## config.mk

```make
export PLATFORM = sky130hd
export DESIGN_NAME = omsp_top
export DESIGN_NICKNAME = d
export VERILOG_FILES = /design/src/shared/omsp_pkg.sv /design/src/hw/omsp_div4.sv /design/src/hw/omsp_top.sv
export SDC_FILE = /design/constraint.sdc
export NUM_CORES = 1
export LEC_CHECK = 0
export BUFFER_PORTS_ARGS = -buffer_cell sky130_fd_sc_hd__buf_2
export CAP_MARGIN = 10
export CORE_MARGIN = 1.5
export CORE_UTILIZATION = 63
export CTS_BUF_LIST = sky130_fd_sc_hd__clkbuf_4
export CTS_CLUSTER_DIAMETER = 200
export CTS_CLUSTER_SIZE = 16
export DETAILED_ROUTE_END_ITERATION = 6
export PLACE_DENSITY_LB_ADDON = 0.2
export SLEW_MARGIN = 30
export SYNTH_ARGS = -nofsm -noshare
export SYNTH_HDL_FRONTEND = slang
export SYNTH_HIERARCHICAL = 1
export SYNTH_SLANG_ARGS = --single-unit
```

## constraint.sdc

```tcl
create_clock -name pclk -period 3.9 [get_ports pclk]
set_input_delay 0.195 -clock pclk [delete_from_list [all_inputs] [get_ports pclk]]
set_output_delay 0.195 -clock pclk [all_outputs]
set_load 0.05 [all_outputs]
```

## src/shared/omsp_pkg.sv

```systemverilog
package omsp_pkg;

	// Clock rate and derived timing
	localparam int CLK_HZ            = 40_000_000;
	localparam int CLK_PERIOD_NS     = 25;
	localparam int FAST_SETTLE_US    = 1000;
	localparam int SLOW_SETTLE_TICKS = 8;
	localparam int SLOW_TICK_NS      = 32000;
	localparam int FAST_SETTLE_CYC   = FAST_SETTLE_US * (CLK_HZ / 1_000_000);
	localparam int SLOW_SETTLE_CYC   = SLOW_SETTLE_TICKS * SLOW_TICK_NS / CLK_PERIOD_NS;
	localparam int START_DELAY_CYC   = 1024;
	localparam int PLL_FACTOR        = 4;
	localparam int CLKOUT_DIV        = 4;

	// Register byte offsets
	localparam logic [11:0] CTRL_OFS   = 12'h000;
	localparam logic [11:0] TUNE_OFS   = 12'h004;
	localparam logic [11:0] STATUS_OFS = 12'h008;

	// Control register fields and reset values
	localparam int          IFS_LSB   = 4;
	localparam logic [2:0]  IFS_RESET = 3'h0;

	// Tuning register fields and reset values
	localparam int          SRCSEL_BIT  = 7;
	localparam int          MULEN_BIT   = 6;
	localparam logic [4:0]  TRIM_RESET  = 5'h00;

	// Status register fields
	localparam int ST_MODE_LSB  = 0;
	localparam int ST_XPLL_BIT  = 4;
	localparam int ST_IPLL_BIT  = 5;
	localparam int ST_FAST_BIT  = 6;
	localparam int ST_SLOW_BIT  = 7;
	localparam int ST_RUN_BIT   = 8;

	// Oscillator mode encodings
	localparam logic [3:0] MODE_LP_XTAL   = 4'h0;
	localparam logic [3:0] MODE_STD_XTAL  = 4'h1;
	localparam logic [3:0] MODE_FAST_XTAL = 4'h2;
	localparam logic [3:0] MODE_RC_CLKOUT = 4'h3;
	localparam logic [3:0] MODE_EXT_DIV   = 4'h4;
	localparam logic [3:0] MODE_EXT_GPIO  = 4'h5;
	localparam logic [3:0] MODE_XTAL_PLL  = 4'h6;
	localparam logic [3:0] MODE_RC_GPIO   = 4'h7;
	localparam logic [3:0] MODE_INT_DUAL  = 4'h8;
	localparam logic [3:0] MODE_INT_CLKO  = 4'h9;

	// Internal frequency select encodings
	localparam logic [2:0] IFS_8MHZ   = 3'h7;
	localparam logic [2:0] IFS_4MHZ   = 3'h6;
	localparam logic [2:0] IFS_31KHZ  = 3'h0;

	// Start-up sequencer states, Gray along load-wait-run-sleep
	typedef enum logic [1:0] {
		ST_LOAD  = 2'b00,
		ST_WAIT  = 2'b01,
		ST_RUN   = 2'b11,
		ST_SLEEP = 2'b10
	} omsp_state_e;

endpackage

```

## src/hw/omsp_div4.sv

```systemverilog
`timescale 1ns/10ps
module omsp_div4
	import omsp_pkg::*;
(
	input  wire logic pclk,
	input  wire logic presetn,
	input  wire logic ce,
	input  wire logic run,
	output logic      div_out
);

	logic [1:0] phase_reg;

	// Two-bit phase counter, stopped while the clock is not running
	always_ff @(posedge pclk or negedge presetn) begin
		if (!presetn) begin
			phase_reg <= 2'h0;
		end else if (ce && run) begin
			phase_reg <= phase_reg + 2'h1;
		end
	end

	// High for two of every four cycles
	always_ff @(posedge pclk or negedge presetn) begin
		if (!presetn) begin
			div_out <= 1'b0;
		end else if (ce) begin
			div_out <= run & phase_reg[1];
		end
	end

endmodule

```

## src/hw/omsp_top.sv

```systemverilog
// Decided for this implementation: the address map and register access over APB.
`timescale 1ns/10ps
//Behaviour
// - Ten oscillator modes from four-bit field
// - Crystal PLL only for encoding 0110
// - Crystal PLL multiplies up to 10MHz by four
// - Multiplier enable ignored in crystal PLL mode
// - External clock: divided-by-four on output pin
// - External clock GPIO: output pin is bit six
// - External clock modes start without delay
// - RC mode: divided-by-four on output pin
// - RC GPIO mode: output pin is bit six
// - Internal clkout: div four out, input bit seven
// - Internal dual GPIO: both pins are GPIO
// - Crystal modes use both pins for resonator
// - Fast crystal also accepts external clock
// - Fast internal 8MHz, postscaler 31kHz to 4MHz
// - Fast oscillator on for 125kHz to 8MHz
// - Slow oscillator on when selected or needed
// - Frequency select field picks internal clock
// - Tuning settles: fast 1ms, slow 8 ticks
// - No completion flag for tuning settle
// - Source bit picks 31kHz oscillator
// - Software multiplier enable gives internal PLL
// - Internal PLL needs internal mode and 4/8MHz
// - Multiplier enable forced zero outside internal modes
module omsp_top
	import omsp_pkg::*;
#(
	parameter int FAST_SETTLE = FAST_SETTLE_CYC,
	parameter int SLOW_SETTLE = SLOW_SETTLE_CYC,
	parameter int START_DELAY = START_DELAY_CYC
)(
	input  wire logic        pclk,
	input  wire logic        presetn,
	input  wire logic        ce,
	input  wire logic        psel,
	input  wire logic        penable,
	input  wire logic        pwrite,
	input  wire logic [11:0] paddr,
	input  wire logic [31:0] pwdata,
	output logic      [31:0] prdata,
	output logic             pready,
	output logic             pslverr,
	input  wire logic [3:0]  oscillator_mode_field,
	input  wire logic        sleep_req,
	input  wire logic        pwrup_timer_en,
	input  wire logic        failsafe_mon_en,
	input  wire logic        watchdog_en,
	input  wire logic        two_speed_en,
	input  wire logic        oscillator_input_pin_in,
	output logic             oscillator_input_pin_out,
	output logic             oscillator_input_pin_oe,
	input  wire logic        oscillator_output_pin_in,
	output logic             oscillator_output_pin_out,
	output logic             oscillator_output_pin_oe,
	input  wire logic        port_a_bit_six_out,
	input  wire logic        port_a_bit_six_oe,
	output logic             port_a_bit_six_in,
	input  wire logic        port_a_bit_seven_out,
	input  wire logic        port_a_bit_seven_oe,
	output logic             port_a_bit_seven_in,
	output logic             resonator_en,
	output logic             ext_clock_accept,
	output logic             rc_osc_en,
	output logic             xtal_pll_en,
	output logic             int_pll_en,
	output logic             fast_osc_en,
	output logic             slow_osc_en,
	output logic             postscaler_en,
	output logic [2:0]       internal_frequency_select,
	output logic             slow_from_fast,
	output logic [4:0]       fast_trim,
	output logic             fast_trim_settling,
	output logic             slow_trim_settling,
	output logic             sys_clk_run
);

	localparam logic [31:0] FAST_LOAD = 32'(FAST_SETTLE - 1);
	localparam logic [31:0] SLOW_LOAD = 32'(SLOW_SETTLE - 1);
	localparam logic [31:0] START_LOAD = 32'(START_DELAY - 1);

	// Mode class decoders
	function automatic logic is_xtal(input logic [3:0] m);
		return (m == MODE_LP_XTAL) || (m == MODE_STD_XTAL) || (m == MODE_FAST_XTAL) || (m == MODE_XTAL_PLL);
	endfunction

	function automatic logic is_ext(input logic [3:0] m);
		return (m == MODE_EXT_DIV) || (m == MODE_EXT_GPIO);
	endfunction

	function automatic logic is_int(input logic [3:0] m);
		return (m == MODE_INT_DUAL) || (m == MODE_INT_CLKO);
	endfunction

	function automatic logic is_rc(input logic [3:0] m);
		return !is_xtal(m) && !is_ext(m) && !is_int(m);
	endfunction

	logic [3:0]  mode_reg;
	logic        loaded_reg;
	logic [2:0]  ifs_reg;
	logic        srcsel_reg;
	logic        mulen_reg;
	logic [4:0]  trim_reg;
	logic [31:0] fast_cnt_reg;
	logic [31:0] slow_cnt_reg;
	logic [31:0] start_cnt_reg;
	omsp_state_e state_reg;
	omsp_state_e state_next;
	logic        pin6_meta_reg;
	logic        pin6_sync_reg;
	logic        pin7_meta_reg;
	logic        pin7_sync_reg;
	logic        setup;
	logic        wr_en;
	logic        mapped;
	logic        pll_ok;
	logic        clkout_mode;
	logic        pin6_gpio;
	logic        pin7_gpio;
	logic        div4;
	logic        run;
	logic [31:0] rd_word;

	// Latch the mode field once, on the first edge after reset release
	always_ff @(posedge pclk or negedge presetn) begin
		if (!presetn) begin
			mode_reg   <= MODE_LP_XTAL;
			loaded_reg <= 1'b0;
		end else if (ce && !loaded_reg) begin
			mode_reg   <= oscillator_mode_field;
			loaded_reg <= 1'b1;
		end
	end

	// APB decode: one setup cycle, zero-wait access phase
	assign setup   = psel && !penable;
	assign wr_en   = psel && penable && pwrite && ce;
	assign mapped  = (paddr == CTRL_OFS) || (paddr == TUNE_OFS) || (paddr == STATUS_OFS);
	assign pready  = 1'b1;
	assign pslverr = psel && penable && !mapped;

	// Control register: internal frequency select
	always_ff @(posedge pclk or negedge presetn) begin
		if (!presetn) begin
			ifs_reg <= IFS_RESET;
		end else if (wr_en && paddr == CTRL_OFS) begin
			ifs_reg <= pwdata[IFS_LSB +: 3];
		end
	end

	// Tuning register; multiplier enable held at zero outside internal modes
	always_ff @(posedge pclk or negedge presetn) begin
		if (!presetn) begin
			srcsel_reg <= 1'b0;
			mulen_reg  <= 1'b0;
			trim_reg   <= TRIM_RESET;
		end else if (ce) begin
			if (wr_en && paddr == TUNE_OFS) begin
				srcsel_reg <= pwdata[SRCSEL_BIT];
				mulen_reg  <= pwdata[MULEN_BIT] && is_int(mode_reg);
				trim_reg   <= pwdata[4:0];
			end else if (!is_int(mode_reg)) begin
				mulen_reg <= 1'b0;
			end
		end
	end

	// Settle timers after a write that changes the trim; they are not visible to software
	always_ff @(posedge pclk or negedge presetn) begin
		if (!presetn) begin
			fast_cnt_reg <= 32'h0;
			slow_cnt_reg <= 32'h0;
		end else if (ce) begin
			if (wr_en && paddr == TUNE_OFS && pwdata[4:0] != trim_reg) begin
				fast_cnt_reg <= FAST_LOAD;
				slow_cnt_reg <= SLOW_LOAD;
			end else begin
				if (fast_cnt_reg != 32'h0) begin
					fast_cnt_reg <= fast_cnt_reg - 32'h1;
				end
				if (slow_cnt_reg != 32'h0) begin
					slow_cnt_reg <= slow_cnt_reg - 32'h1;
				end
			end
		end
	end

	assign fast_trim          = trim_reg;
	assign fast_trim_settling = (fast_cnt_reg != 32'h0);
	assign slow_trim_settling = (slow_cnt_reg != 32'h0);

	// Read data: captured in the setup cycle, presented in the access phase
	always_comb begin
		rd_word = 32'h0;
		unique case (paddr)
			CTRL_OFS: begin
				rd_word[IFS_LSB +: 3] = ifs_reg;
			end
			TUNE_OFS: begin
				rd_word[SRCSEL_BIT] = srcsel_reg;
				rd_word[MULEN_BIT]  = mulen_reg;
				rd_word[4:0]        = trim_reg;
			end
			STATUS_OFS: begin
				rd_word[ST_MODE_LSB +: 4] = mode_reg;
				rd_word[ST_XPLL_BIT]      = xtal_pll_en;
				rd_word[ST_IPLL_BIT]      = int_pll_en;
				rd_word[ST_FAST_BIT]      = fast_osc_en;
				rd_word[ST_SLOW_BIT]      = slow_osc_en;
				rd_word[ST_RUN_BIT]       = sys_clk_run;
			end
			default: begin
				rd_word = 32'h0;
			end
		endcase
	end

	always_ff @(posedge pclk or negedge presetn) begin
		if (!presetn) begin
			prdata <= 32'h0;
		end else if (ce && setup) begin
			prdata <= rd_word;
		end
	end

	// Multiplier paths
	assign pll_ok      = (ifs_reg == IFS_8MHZ) || (ifs_reg == IFS_4MHZ);
	assign xtal_pll_en = (mode_reg == MODE_XTAL_PLL);
	assign int_pll_en  = is_int(mode_reg) && pll_ok && mulen_reg;

	// Internal block enables
	assign internal_frequency_select = ifs_reg;
	assign slow_from_fast = (ifs_reg == IFS_31KHZ) && srcsel_reg;
	assign fast_osc_en    = is_int(mode_reg) && ((ifs_reg != IFS_31KHZ) || srcsel_reg);
	assign postscaler_en  = fast_osc_en && (ifs_reg != IFS_8MHZ);
	assign slow_osc_en    = (is_int(mode_reg) && ifs_reg == IFS_31KHZ && !srcsel_reg)
		|| pwrup_timer_en || failsafe_mon_en || watchdog_en || two_speed_en;

	// Oscillator front end
	assign resonator_en     = is_xtal(mode_reg);
	assign ext_clock_accept = is_ext(mode_reg) || (mode_reg == MODE_FAST_XTAL);
	assign rc_osc_en        = is_rc(mode_reg);

	// Start-up sequencer
	always_comb begin
		state_next = state_reg;
		unique case (state_reg)
			ST_LOAD: begin
				if (loaded_reg) begin
					state_next = is_ext(mode_reg) ? ST_RUN : ST_WAIT;
				end
			end
			ST_WAIT: begin
				if (sleep_req) begin
					state_next = ST_SLEEP;
				end else if (start_cnt_reg == 32'h0) begin
					state_next = ST_RUN;
				end
			end
			ST_RUN: begin
				if (sleep_req) begin
					state_next = ST_SLEEP;
				end
			end
			ST_SLEEP: begin
				if (!sleep_req) begin
					state_next = is_ext(mode_reg) ? ST_RUN : ST_WAIT;
				end
			end
		endcase
	end

	always_ff @(posedge pclk or negedge presetn) begin
		if (!presetn) begin
			state_reg <= ST_LOAD;
		end else if (ce) begin
			state_reg <= state_next;
		end
	end

	// Start-up delay counter, reloaded whenever waiting begins
	always_ff @(posedge pclk or negedge presetn) begin
		if (!presetn) begin
			start_cnt_reg <= 32'h0;
		end else if (ce) begin
			if (state_next == ST_WAIT && state_reg != ST_WAIT) begin
				start_cnt_reg <= START_LOAD;
			end else if (start_cnt_reg != 32'h0) begin
				start_cnt_reg <= start_cnt_reg - 32'h1;
			end
		end
	end

	assign run         = (state_reg == ST_RUN);
	assign sys_clk_run = run;

	// Divided clock for the output pin
	omsp_div4 u_div4 (
		.pclk    (pclk),
		.presetn (presetn),
		.ce      (ce),
		.run     (run),
		.div_out (div4)
	);

	// Pin function selection
	assign clkout_mode = (mode_reg == MODE_EXT_DIV) || is_rc(mode_reg) && (mode_reg != MODE_RC_GPIO)
		|| (mode_reg == MODE_INT_CLKO);
	assign pin6_gpio   = (mode_reg == MODE_EXT_GPIO) || (mode_reg == MODE_RC_GPIO)
		|| (mode_reg == MODE_INT_DUAL);
	assign pin7_gpio   = is_int(mode_reg);

	// Output pin: divided clock, bit six, or resonator
	always_comb begin
		if (clkout_mode) begin
			oscillator_output_pin_out = div4;
			oscillator_output_pin_oe  = 1'b1;
		end else if (pin6_gpio) begin
			oscillator_output_pin_out = port_a_bit_six_out;
			oscillator_output_pin_oe  = port_a_bit_six_oe;
		end else begin
			oscillator_output_pin_out = 1'b0;
			oscillator_output_pin_oe  = 1'b0;
		end
	end

	// Input pin: bit seven in internal modes, clock input otherwise
	assign oscillator_input_pin_out = pin7_gpio ? port_a_bit_seven_out : 1'b0;
	assign oscillator_input_pin_oe  = pin7_gpio ? port_a_bit_seven_oe : 1'b0;

	// Pin read-back synchronisers
	always_ff @(posedge pclk or negedge presetn) begin
		if (!presetn) begin
			pin6_meta_reg <= 1'b0;
			pin6_sync_reg <= 1'b0;
			pin7_meta_reg <= 1'b0;
			pin7_sync_reg <= 1'b0;
		end else if (ce) begin
			pin6_meta_reg <= oscillator_output_pin_in;
			pin6_sync_reg <= pin6_meta_reg;
			pin7_meta_reg <= oscillator_input_pin_in;
			pin7_sync_reg <= pin7_meta_reg;
		end
	end

	assign port_a_bit_six_in   = pin6_gpio & pin6_sync_reg;
	assign port_a_bit_seven_in = pin7_gpio & pin7_sync_reg;

endmodule

```

==> impl_metrics.csv, run 1 <==
group,metric,value,unit
final_layout,area.sequential,0.00323,mm2
timing,max_slew_margin,38.2,%
cts,cts_sinks,129,
timing,rsz0062_at_grt,"no",
synthesis,synthXorXnorAreaFrac,3.04,%
final_layout,fin_cells,1028,
grt,grt_max_degree,82,
synthesis,synth_adder_area_share,0.834,%
power_and_ir_drop,pwr_density_cell,565,mW/mm2
detailed_routing,drt_iter0_drc,491,
floorplanning,placeableCoreArea,0.0115,mm2
power_and_ir_drop,pwr-share-clk,22.4,%
synthesis,synth_cell_types,77,
power_and_ir_drop,swShare,40.1,%
grt,grt_util_all_layers,27.7,%
timing,hold_viol,0,
setup_path,crit_path_end_kind,"primary output",
final_layout,drive_above_1_share,20.7,%
grt,grt_pass1_wl,28400,um
setup_path,r2r_setup_slack,1190,ps
power_and_ir_drop,ir_worst_vdd,0.406,mV
setup_path,regToRegStartpoint,"slow_cnt_reg[2]",
detailed_routing,dr.pass1.iters,7,
placed_design,placedCellCount,979,
synthesis,yosys.area_share.simple,28.2,%
cts,path_clk_slew,100,ps
timing,whs,32.5,ps
synthesis,ys_seq_area_share,43.0,%
detailed_routing,drt_wl_total,16800,um
final_layout,most-common-layout-cells,"129 x dfrtp_1, 75 x buf_2, 54 x a21oi_1, 53 x nand2_1",
timing,fmax,325,MHz
detailed_routing,avgRoutedWirePerCell,16.3,um
synthesis,syn_inst,785,
final_layout,multi_input_area,0.00399,mm2
power_and_ir_drop,p_switching,0.00190,W
setup_path,cp-start-kind,"flip-flop",
outcome,status,"finished, violations left",
power_and_ir_drop,power.internal,0.00284,W
synthesis,ys.flop_type,"dfrtp_1",
setup_path,path_class,"reg2out",
detailed_routing,vias,6487,
timing,period_minus_slack,3080,ps
synthesis,synth_seq_cells,129,
grt,antenna_found_initial,0,
final_layout,mostFrequentLayoutCell,"dfrtp_1",
power_and_ir_drop,combPwrFrac,34.9,%
outcome,violations,"design-rule violations",
synthesis,synth-compound-area-share,16.1,%
setup_path,arrival,2880,ps
timing,skew,18.8,ps
placed_design,portBuffers,76,
timing,report.final.slew_viol_count,0,
final_layout,fill_cells,824,
power_and_ir_drop,seqPwrFrac,42.6,%
min_path,min_to,"mulen_reg",
timing,period_share,78.9,%
job,drv_cap,0,
final_layout,syn_to_final_growth,11.9,%
detailed_routing,vias_per_cell,6.31,
synthesis,syn-mean-instance-area,9.56,um2
min_path,hold_path_class,"in2reg",
floorplanning,die_x,112,um
power_and_ir_drop,p_leak,3.76,nW
floorplanning,io_pins,125,
grt,grt_overflow,0,
detailed_routing,ant_nets,0,
synthesis,yosysTopAreaCellShare,43.0,%
placed_design,gp_congestion,0.853,
setup_path,critPathRequiredTime,3700,ps
setup_path,rr_worst_depth,5,
cts,cts_buffers,17,
setup_path,r2r-end,"slow_cnt_reg[7]",
floorplanning,die_h,112,um
min_path,holdPathStages,2,
synthesis,synth_area_leaders,"dfrtp_1 43%, a21oi_1 3.6%, o21ai_0 3.1%",
final_layout,final_nets,942,
placed_design,dp_hpwl,11500,um
timing,fin_tns_setup,0,ps
grt,grt_pass1_vias,6144,
cts,worstSkewPairLatency,560,ps
floorplanning,row_count,39,
timing,finalSetupViolations,0,
synthesis,netlist_area,0.00750,mm2
setup_path,critPathMaxFanout,7,
timing,worst_slew_pin_slew,927,ps
synthesis,yosysWarnings,6,
detailed_routing,drc,14,
floorplanning,die_area,0.0126,mm2
synthesis,synth_top_family_by_area,"simple AND/OR/NAND/NOR gates",
synthesis,synth.largest_area_cell,"dfrtp_1",
synthesis,synth_edf_count,0,
synthesis,synthMuxAreaShare,3.62,%
cts,cts_root_buf,"clkbuf_4",
floorplanning,initial_core_util,65.1,%
cts,htree_levels,4,
cts,cts_tree,"done",
synthesis,ys_async_sr_fraction,100,%
cts,cts_max_path_buffers,2,
final_layout,diodes,0,
min_path,min-delay-start,"ce",
==> cells in the mapped netlist (4+ instances only) <==
| master | n |
|---|---|
| o21ai_0 | 47 |
| nand2_1 | 53 |
| nand2b_1 | 13 |
| xnor2_1 | 11 |
| or4_1 | 23 |
| o211ai_1 | 11 |
| buf_4 | 24 |
| xor2_1 | 15 |
| ha_1 | 5 |
| or3_2 | 5 |
| and2_1 | 9 |
| nor4_1 | 23 |
| o31ai_1 | 13 |
| nor4b_1 | 4 |
| or3_1 | 33 |
| o41ai_1 | 6 |
| nor2b_1 | 6 |
| or2_2 | 16 |
| or4_4 | 7 |
| a21oi_1 | 54 |
| dfrtp_1 | 129 |
| mux2_2 | 17 |
| a31oi_1 | 7 |
| and3_1 | 12 |
| a22o_1 | 4 |
| o21a_1 | 6 |
| nor4_4 | 4 |
| nand3_1 | 27 |
| clkbuf_1 | 20 |
| inv_1 | 15 |
| nor3_1 | 18 |
| nand4_1 | 14 |
| a22oi_1 | 6 |
| nor3b_1 | 5 |
| nor2_1 | 47 |
| mux2i_1 | 8 |
==> layout make-up <==
class                           count  area share [%]
Sequential cell                   129            38.5
Timing Repair Buffer               99            7.17
Clock inverter                     13            2.28
Tap cell                          143            2.13
Clock buffer                       19            1.70
Multi-Input combinational cell    610            47.6
Inverter                           15           0.671
==> power by group through the flow <==
stage / Sequential, W / Combinational [W] / Clock [W]
floorplan: 0.00192 / 0.00136 / 0
global placement: 0.00199 / 0.00154 / 0
detailed placement: 0.00202 / 0.00163 / 0
CTS: 0.00200 / 0.00165 / 0.00108
global route: 0.00207 / 0.00185 / 0.00114
finish: 0.00202 / 0.00166 / 0.00106
==> critical path, stage by stage, from the launching register on <==
cell	delay, ps
dfrtp_1	440
nor3_1	620
nand3_1	470
or3_2	580
buf_2	230
==> routing by layer <==
metal | part of all wire (%) | vias to the layer above | wire length (um) | track usage (%)
li1 | - | 3086 | - | -
met1 | 43 | 3165 | 7160 | 35.5
met2 | 50 | 203 | 8450 | 46.3
met3 | 5.2 | 33 | 880 | 6.37
met4 | 1.8 | 0 | 310 | 10.2
met5 | 0 | - | 0 | 0
==> stage by stage <==
stage	util [%]	total power, W	instance area [um2]	setup slack (ps)
after global routing	72.9	0.00506	8390	641
final	72.9	0.00474	8390	822
after CTS	72.8	0.00474	8380	819
after global placement	68.4	0.00353	7880	1290
after floorplan	-	0.00328	7580	1080
after detailed placement	68.4	0.00365	7880	1170
==> kinds of logic after synthesis <==
kind of cell / after synthesis
mux: 25
flops: 129
buf+inv: 68
other cells: 2
fa+ha+maj: 5
simple gates: 348
xor+xnor: 26
compound gates: 182
==> what timing repair did <==
action / CTS / global route
hold buffers: 17 / 0
gates resized for setup: 0 / 0
endpoints found under the setup margin: 0 / 0
setup buffers: 0 / 0
hold endpoints to repair: 98 / 0
==> worst max-delay path by stage <==
stage,start,to,slack (ps),cells after the start
floorplan,internal_frequency_select[1],prdata[7],1080,4
global placement,slow_cnt_reg[10],slow_cnt_reg[7],1290,5
detailed placement,slow_cnt_reg[2],slow_cnt_reg[7],1170,5
CTS,slow_cnt_reg[2],slow_trim_settling,820,4
global route,slow_cnt_reg[2],slow_trim_settling,640,4
finish,slow_cnt_reg[2],slow_trim_settling,820,4
Note: power is estimated with default switching activity, not from simulation.
==> run 2: changes to the inputs <==
CORE_UTILIZATION = 53   (was 63)
clock period = 2.56 ns   (was 3.9 ns; I/O delays follow)
==> run 2 against run 1 <==
Effect of this change: clock power grew 20%; worst hold slack better by 56 ps; flip-flop and latch count is the same; via count grew 2.6%; routed wire length is 6.0% higher; power is 53% higher; largest cell class unchanged; die area grew 18%; critical path type unchanged; clock-buffer cell count up 5; setup slack worse by 1000 ps; the flow finishes with violations (negative setup slack); register-to-register slack worse by 1300 ps.
==> impl_metrics.csv, run 2 (same netlist as run 1, synthesis figures left out) <==
group,metric,value,unit
outcome,status,"finished, violations left",
outcome,violations,"negative setup slack",
placed_design,portBuffers,76,
grt,grt_util_all_layers,25.3,%
final_layout,final_nets,995,
setup_path,regToRegStartpoint,"slow_cnt_reg[18]",
power_and_ir_drop,pwr_density_cell,820,mW/mm2
timing,hold_viol,0,
detailed_routing,ant_nets,0,
setup_path,critPathMaxFanout,2,
placed_design,place_ws,66.6,ps
job,drv_cap,0,
final_layout,drive_above_1_share,25.7,%
cts,cts_max_path_buffers,2,
final_layout,syn_to_final_growth,17.9,%
power_and_ir_drop,power,0.00725,W
timing,skew,15.3,ps
cts,path_clk_slew,110,ps
setup_path,arrival,2630,ps
setup_path,critPathRequiredTime,2430,ps
detailed_routing,vias_per_cell,5.95,
timing,fmax,362,MHz
timing,period_minus_slack,2760,ps
floorplanning,die_area,0.0149,mm2
floorplanning,row_count,43,
min_path,holdPathStages,5,
final_layout,most-common-layout-cells,"129 x dfrtp_1, 73 x buf_2, 54 x a21oi_1, 54 x buf_4, 53 x nand2_1",
grt,grt_overflow,0,
placed_design,gp_congestion,0.868,
cts,cts_sinks,129,
floorplanning,initial_core_util,54.2,%
timing,rsz0062_at_grt,"yes",
timing,finalSetupViolations,3,
detailed_routing,drt_wl_total,17800,um
grt,grt_pass1_vias,6443,
grt,grt_pass1_wl,29900,um
setup_path,cp-start-kind,"flip-flop",
detailed_routing,vias,6657,
detailed_routing,drc,0,
setup_path,r2r-end,"slow_cnt_reg[21]",
placed_design,dp_hpwl,12200,um
grt,antenna_found_initial,1,
setup_path,crit_path_end_kind,"primary output",
detailed_routing,dr.pass1.iters,5,
timing,report.final.slew_viol_count,0,
timing,period_share,108,%
cts,cts_buffers,17,
timing,timing.final.ws_setup,-201,ps
min_path,min-delay-start,"two_speed_en",
detailed_routing,drt_iter0_drc,497,
timing,max_slew_margin,54.6,%
power_and_ir_drop,ir_worst_vdd,0.520,mV
detailed_routing,avgRoutedWirePerCell,15.9,um
final_layout,final_util,64.0,%
final_layout,mostFrequentLayoutCell,"dfrtp_1",
cts,cts_root_buf,"clkbuf_4",
cts,htree_levels,4,
setup_path,r2r_setup_slack,-60,ps
floorplanning,io_pins,125,
floorplanning,placeableCoreArea,0.0138,mm2
cts,cts_tree,"done",
power_and_ir_drop,p_leak,4.01,nW
floorplanning,die_x,122,um
timing,worst_slew_pin_slew,680,ps
floorplanning,die_h,122,um
setup_path,rr_worst_depth,6,
grt,grt_max_degree,57,
cts,worstSkewPairLatency,550,ps
setup_path,path_class,"reg2out",
min_path,min_to,"prdata[7]",
min_path,hold_path_class,"in2reg",
## run 2: cell count changes in the layout (fill, tap and decap cells not counted), moves of 3 or more
| cell | delta |
|---|---|
| bufinv_16 | -4 |
| buf_12 | +3 |
| buf_4 | +48 |
| dlygate4sd3_1 | +3 |
| clkbuf_4 | +5 |
## run 2: layer usage
layer	vias to the layer above	global-route usage (%)	routed length [um]
li1	3190	-	-
met1	3263	32.6	8010
met2	180	42.0	8720
met3	24	4.78	791
met4	0	10.0	280
met5	-	0	0
## run 2: stage by stage
step	instance area [um2]	std cells	TNS (ps)	hold WS [ps]
global placement	8240	1053	0	189
CTS	8760	1111	-237	27.3
global route	8850	1119	-538	66.5
finish	8850	1119	-278	88.9
floorplan	7580	807	0	-168
detailed placement	8240	1053	0	202
## run 2: how the worst max path moves through the flow
stage,startpoint,to,slack [ps]
after CTS,slow_cnt_reg[27],slow_trim_settling,-240
after global routing,slow_cnt_reg[1],slow_trim_settling,-290
after detailed placement,fast_cnt_reg[0],fast_cnt_reg[9],70
after floorplan,fast_cnt_reg[0],fast_cnt_reg[3],9
after global placement,fast_cnt_reg[0],fast_cnt_reg[9],130
final,slow_cnt_reg[1],slow_trim_settling,-200
## run 2: power breakdown
| group | leakage, nW | internal (W) | switching (W) |
|---|---|---|---|
| Sequential | 1.67 | 0.00250 | 0.000539 |
| Combinational | 2.19 | 0.00125 | 0.00170 |
| Clock | 0.141 | 0.000543 | 0.000722 |
| Total | 4.01 | 0.00429 | 0.00296 |
## run 2: final cells by class
class / count / area (um2)
fillers: 1160 / 4980
multi-input cells: 610 / 4030
flip-flops and latches: 129 / 3230
repair buffers: 152 / 1060
well taps: 180 / 225
clock buffers: 24 / 180
clock inverters: 8 / 63.8
inverters: 15 / 56.3
diodes: 1 / 2.50
## run 2: what timing repair did
action,4_1_cts,5_1_grt
hold buffers,20,0
endpoints found under the hold margin,70,0
setup buffers,6,7
endpoints found under the setup margin,2,15
resized for setup,9,8
pin swaps,2,5
## run 2: worst max-delay path, cell delays in order (launching register included)
cell and delay (ps):
dfrtp_1 410, inv_2 100, ha_4 140, or3b_4 360, or4_4 500, or3_4 420
buf_8 160
==> run 3: changes to the inputs <==
CORE_UTILIZATION = 40   (was 53)
==> run 3 against run 2 <==
Effect of this change: the run ends with design-rule violations, negative setup slack left; combinational power up 6%; non-clock buffer count grew 19; register-to-register slack gained 160 ps; setup slack better by 79 ps.
==> impl_metrics.csv, run 3 (same netlist as run 1, synthesis figures left out) <==
group,metric,value,unit
cts,worstSkewPairLatency,540,ps
timing,finalSetupViolations,1,
setup_path,crit_path_end_kind,"primary output",
power_and_ir_drop,ir_worst_vdd,0.519,mV
cts,cts_root_buf,"clkbuf_4",
cts,cts_buffers,17,
detailed_routing,drt_wl_total,17700,um
timing,timing.final.ws_setup,-122,ps
outcome,violations,"design-rule violations, negative setup slack",
detailed_routing,avgRoutedWirePerCell,14.9,um
cts,htree_levels,4,
floorplanning,io_pins,125,
grt,grt_pass1_wl,30000,um
detailed_routing,ant_nets,0,
detailed_routing,drt_iter0_drc,273,
floorplanning,row_count,49,
floorplanning,initial_core_util,41.3,%
final_layout,mostFrequentLayoutCell,"dfrtp_1",
final_layout,syn_to_final_growth,20.8,%
setup_path,cp-start-kind,"flip-flop",
placed_design,portBuffers,76,
cts,cts_max_path_buffers,2,
timing,fmax,373,MHz
setup_path,path_class,"reg2out",
grt,grt_util_all_layers,18.8,%
detailed_routing,drc,14,
final_layout,fin_area,0.00906,mm2
final_layout,most-common-layout-cells,"129 x dfrtp_1, 74 x buf_4, 73 x buf_2, 54 x a21oi_1, 52 x nand2_1",
detailed_routing,dr.pass1.iters,7,
job,drv_cap,0,
setup_path,arrival,2550,ps
timing,rsz0062_at_grt,"yes",
setup_path,critPathMaxFanout,4,
timing,max_slew_margin,57.0,%
min_path,hold_path_class,"in2reg",
timing,skew,20.5,ps
final_layout,final_util,49.9,%
cts,path_clk_slew,100,ps
final_layout,final_nets,1014,
grt,grt_pass1_vias,6181,
power_and_ir_drop,p_leak,4.09,nW
grt,grt_overflow,0,
detailed_routing,vias,6483,
timing,report.final.slew_viol_count,0,
cts,cts_tree,"done",
grt,grt_max_degree,68,
detailed_routing,vias_per_cell,5.46,
timing,period_share,105,%
floorplanning,placeableCoreArea,0.0181,mm2
timing,whs,63.5,ps
floorplanning,die_x,140,um
grt,antenna_found_initial,1,
cts,cts_sinks,129,
power_and_ir_drop,pwr_density_cell,817,mW/mm2
timing,hold_viol,0,
setup_path,critPathRequiredTime,2430,ps
outcome,status,"finished, violations left",
placed_design,dp_hpwl,11900,um
floorplanning,die_area,0.0196,mm2
timing,worst_slew_pin_slew,645,ps
final_layout,drive_above_1_share,27.9,%
floorplanning,die_h,140,um
placed_design,gp_congestion,0.826,
timing,period_minus_slack,2680,ps
placed_design,place_area,0.00832,mm2
run 3: cell types whose count changed in the layout (fill, tap and decap cells not counted), sizes merged:
cell / change
dlygate4sd3: -2
clkbuf: -1
buf: +21
clkinv: +1
run 3: metrics by stage:
stage	setup WS (ps)	std cells	TNS, ps	total power (W)
floorplan	9.41	807	0	0.00499
detailed placement	69.7	1106	0	0.00579
finish	-122	1187	-122	0.00741
global route	-197	1187	-197	0.00800
CTS	-230	1181	-295	0.00736
global placement	110	1106	0	0.00575
run 3: worst paths after layout:
kind | from | endpoint | slack, ps | cells past startpoint
setup / recovery | slow_cnt_reg[10] | slow_trim_settling | -120 | 4
hold / removal | paddr[3] | prdata[5] | 60 | 3
setup reg to reg | slow_cnt_reg[10] | slow_cnt_reg[1] | 100 | 6
hold reg to reg | u_div4/phase_reg[1] | u_div4/phase_reg[1] | 480 | 1
max in group asynchronous | presetn | slow_cnt_reg[3] | 1650 | 3
min in group asynchronous | presetn | start_cnt_reg[13] | 130 | 2
run 3: what timing repair did:
action / 4_1_cts / 5_1_grt
resized for setup: 23 / 5
buffers inserted: 26 / 8
hold endpoints to repair: 85 / 0
endpoints found under the setup margin: 2 / 23
pin swaps: 9 / 9
hold buffers: 18 / 0
cloned: 0 / 0
run 3: worst max-delay path, stage by stage, from the launching register on:
cell and delay, ps:
dfrtp_1 390, or4_4 550, or4_4 500, or3_4 420
buf_8 160
run 3: power by group:
part,switching (W),internal (W),leakage (nW)
clock,0.000723,0.000527,0.136
combinational,0.00172,0.00141,2.28
sequential,0.000524,0.00250,1.67
total,0.00297,0.00444,4.09
run 3: layout make-up:
type / count / area [um2]
multi-input cells: 610 / 4060
fillers: 1724 / 9080
flip-flops and latches: 129 / 3230
diodes: 1 / 2.50
clock inverters: 9 / 66.3
repair buffers: 171 / 1190
well taps: 229 / 287
clock buffers: 23 / 173
inverters: 15 / 56.3
run 3: routing by layer:
metal  track usage, %  share of wire [%]  vias up
met5                0                  0        -
met4             7.15                1.7        0
met3             3.28                3.5       25
met2             30.6                 47      129
met1             25.0                 48     3111
li1                 -                  -     3218
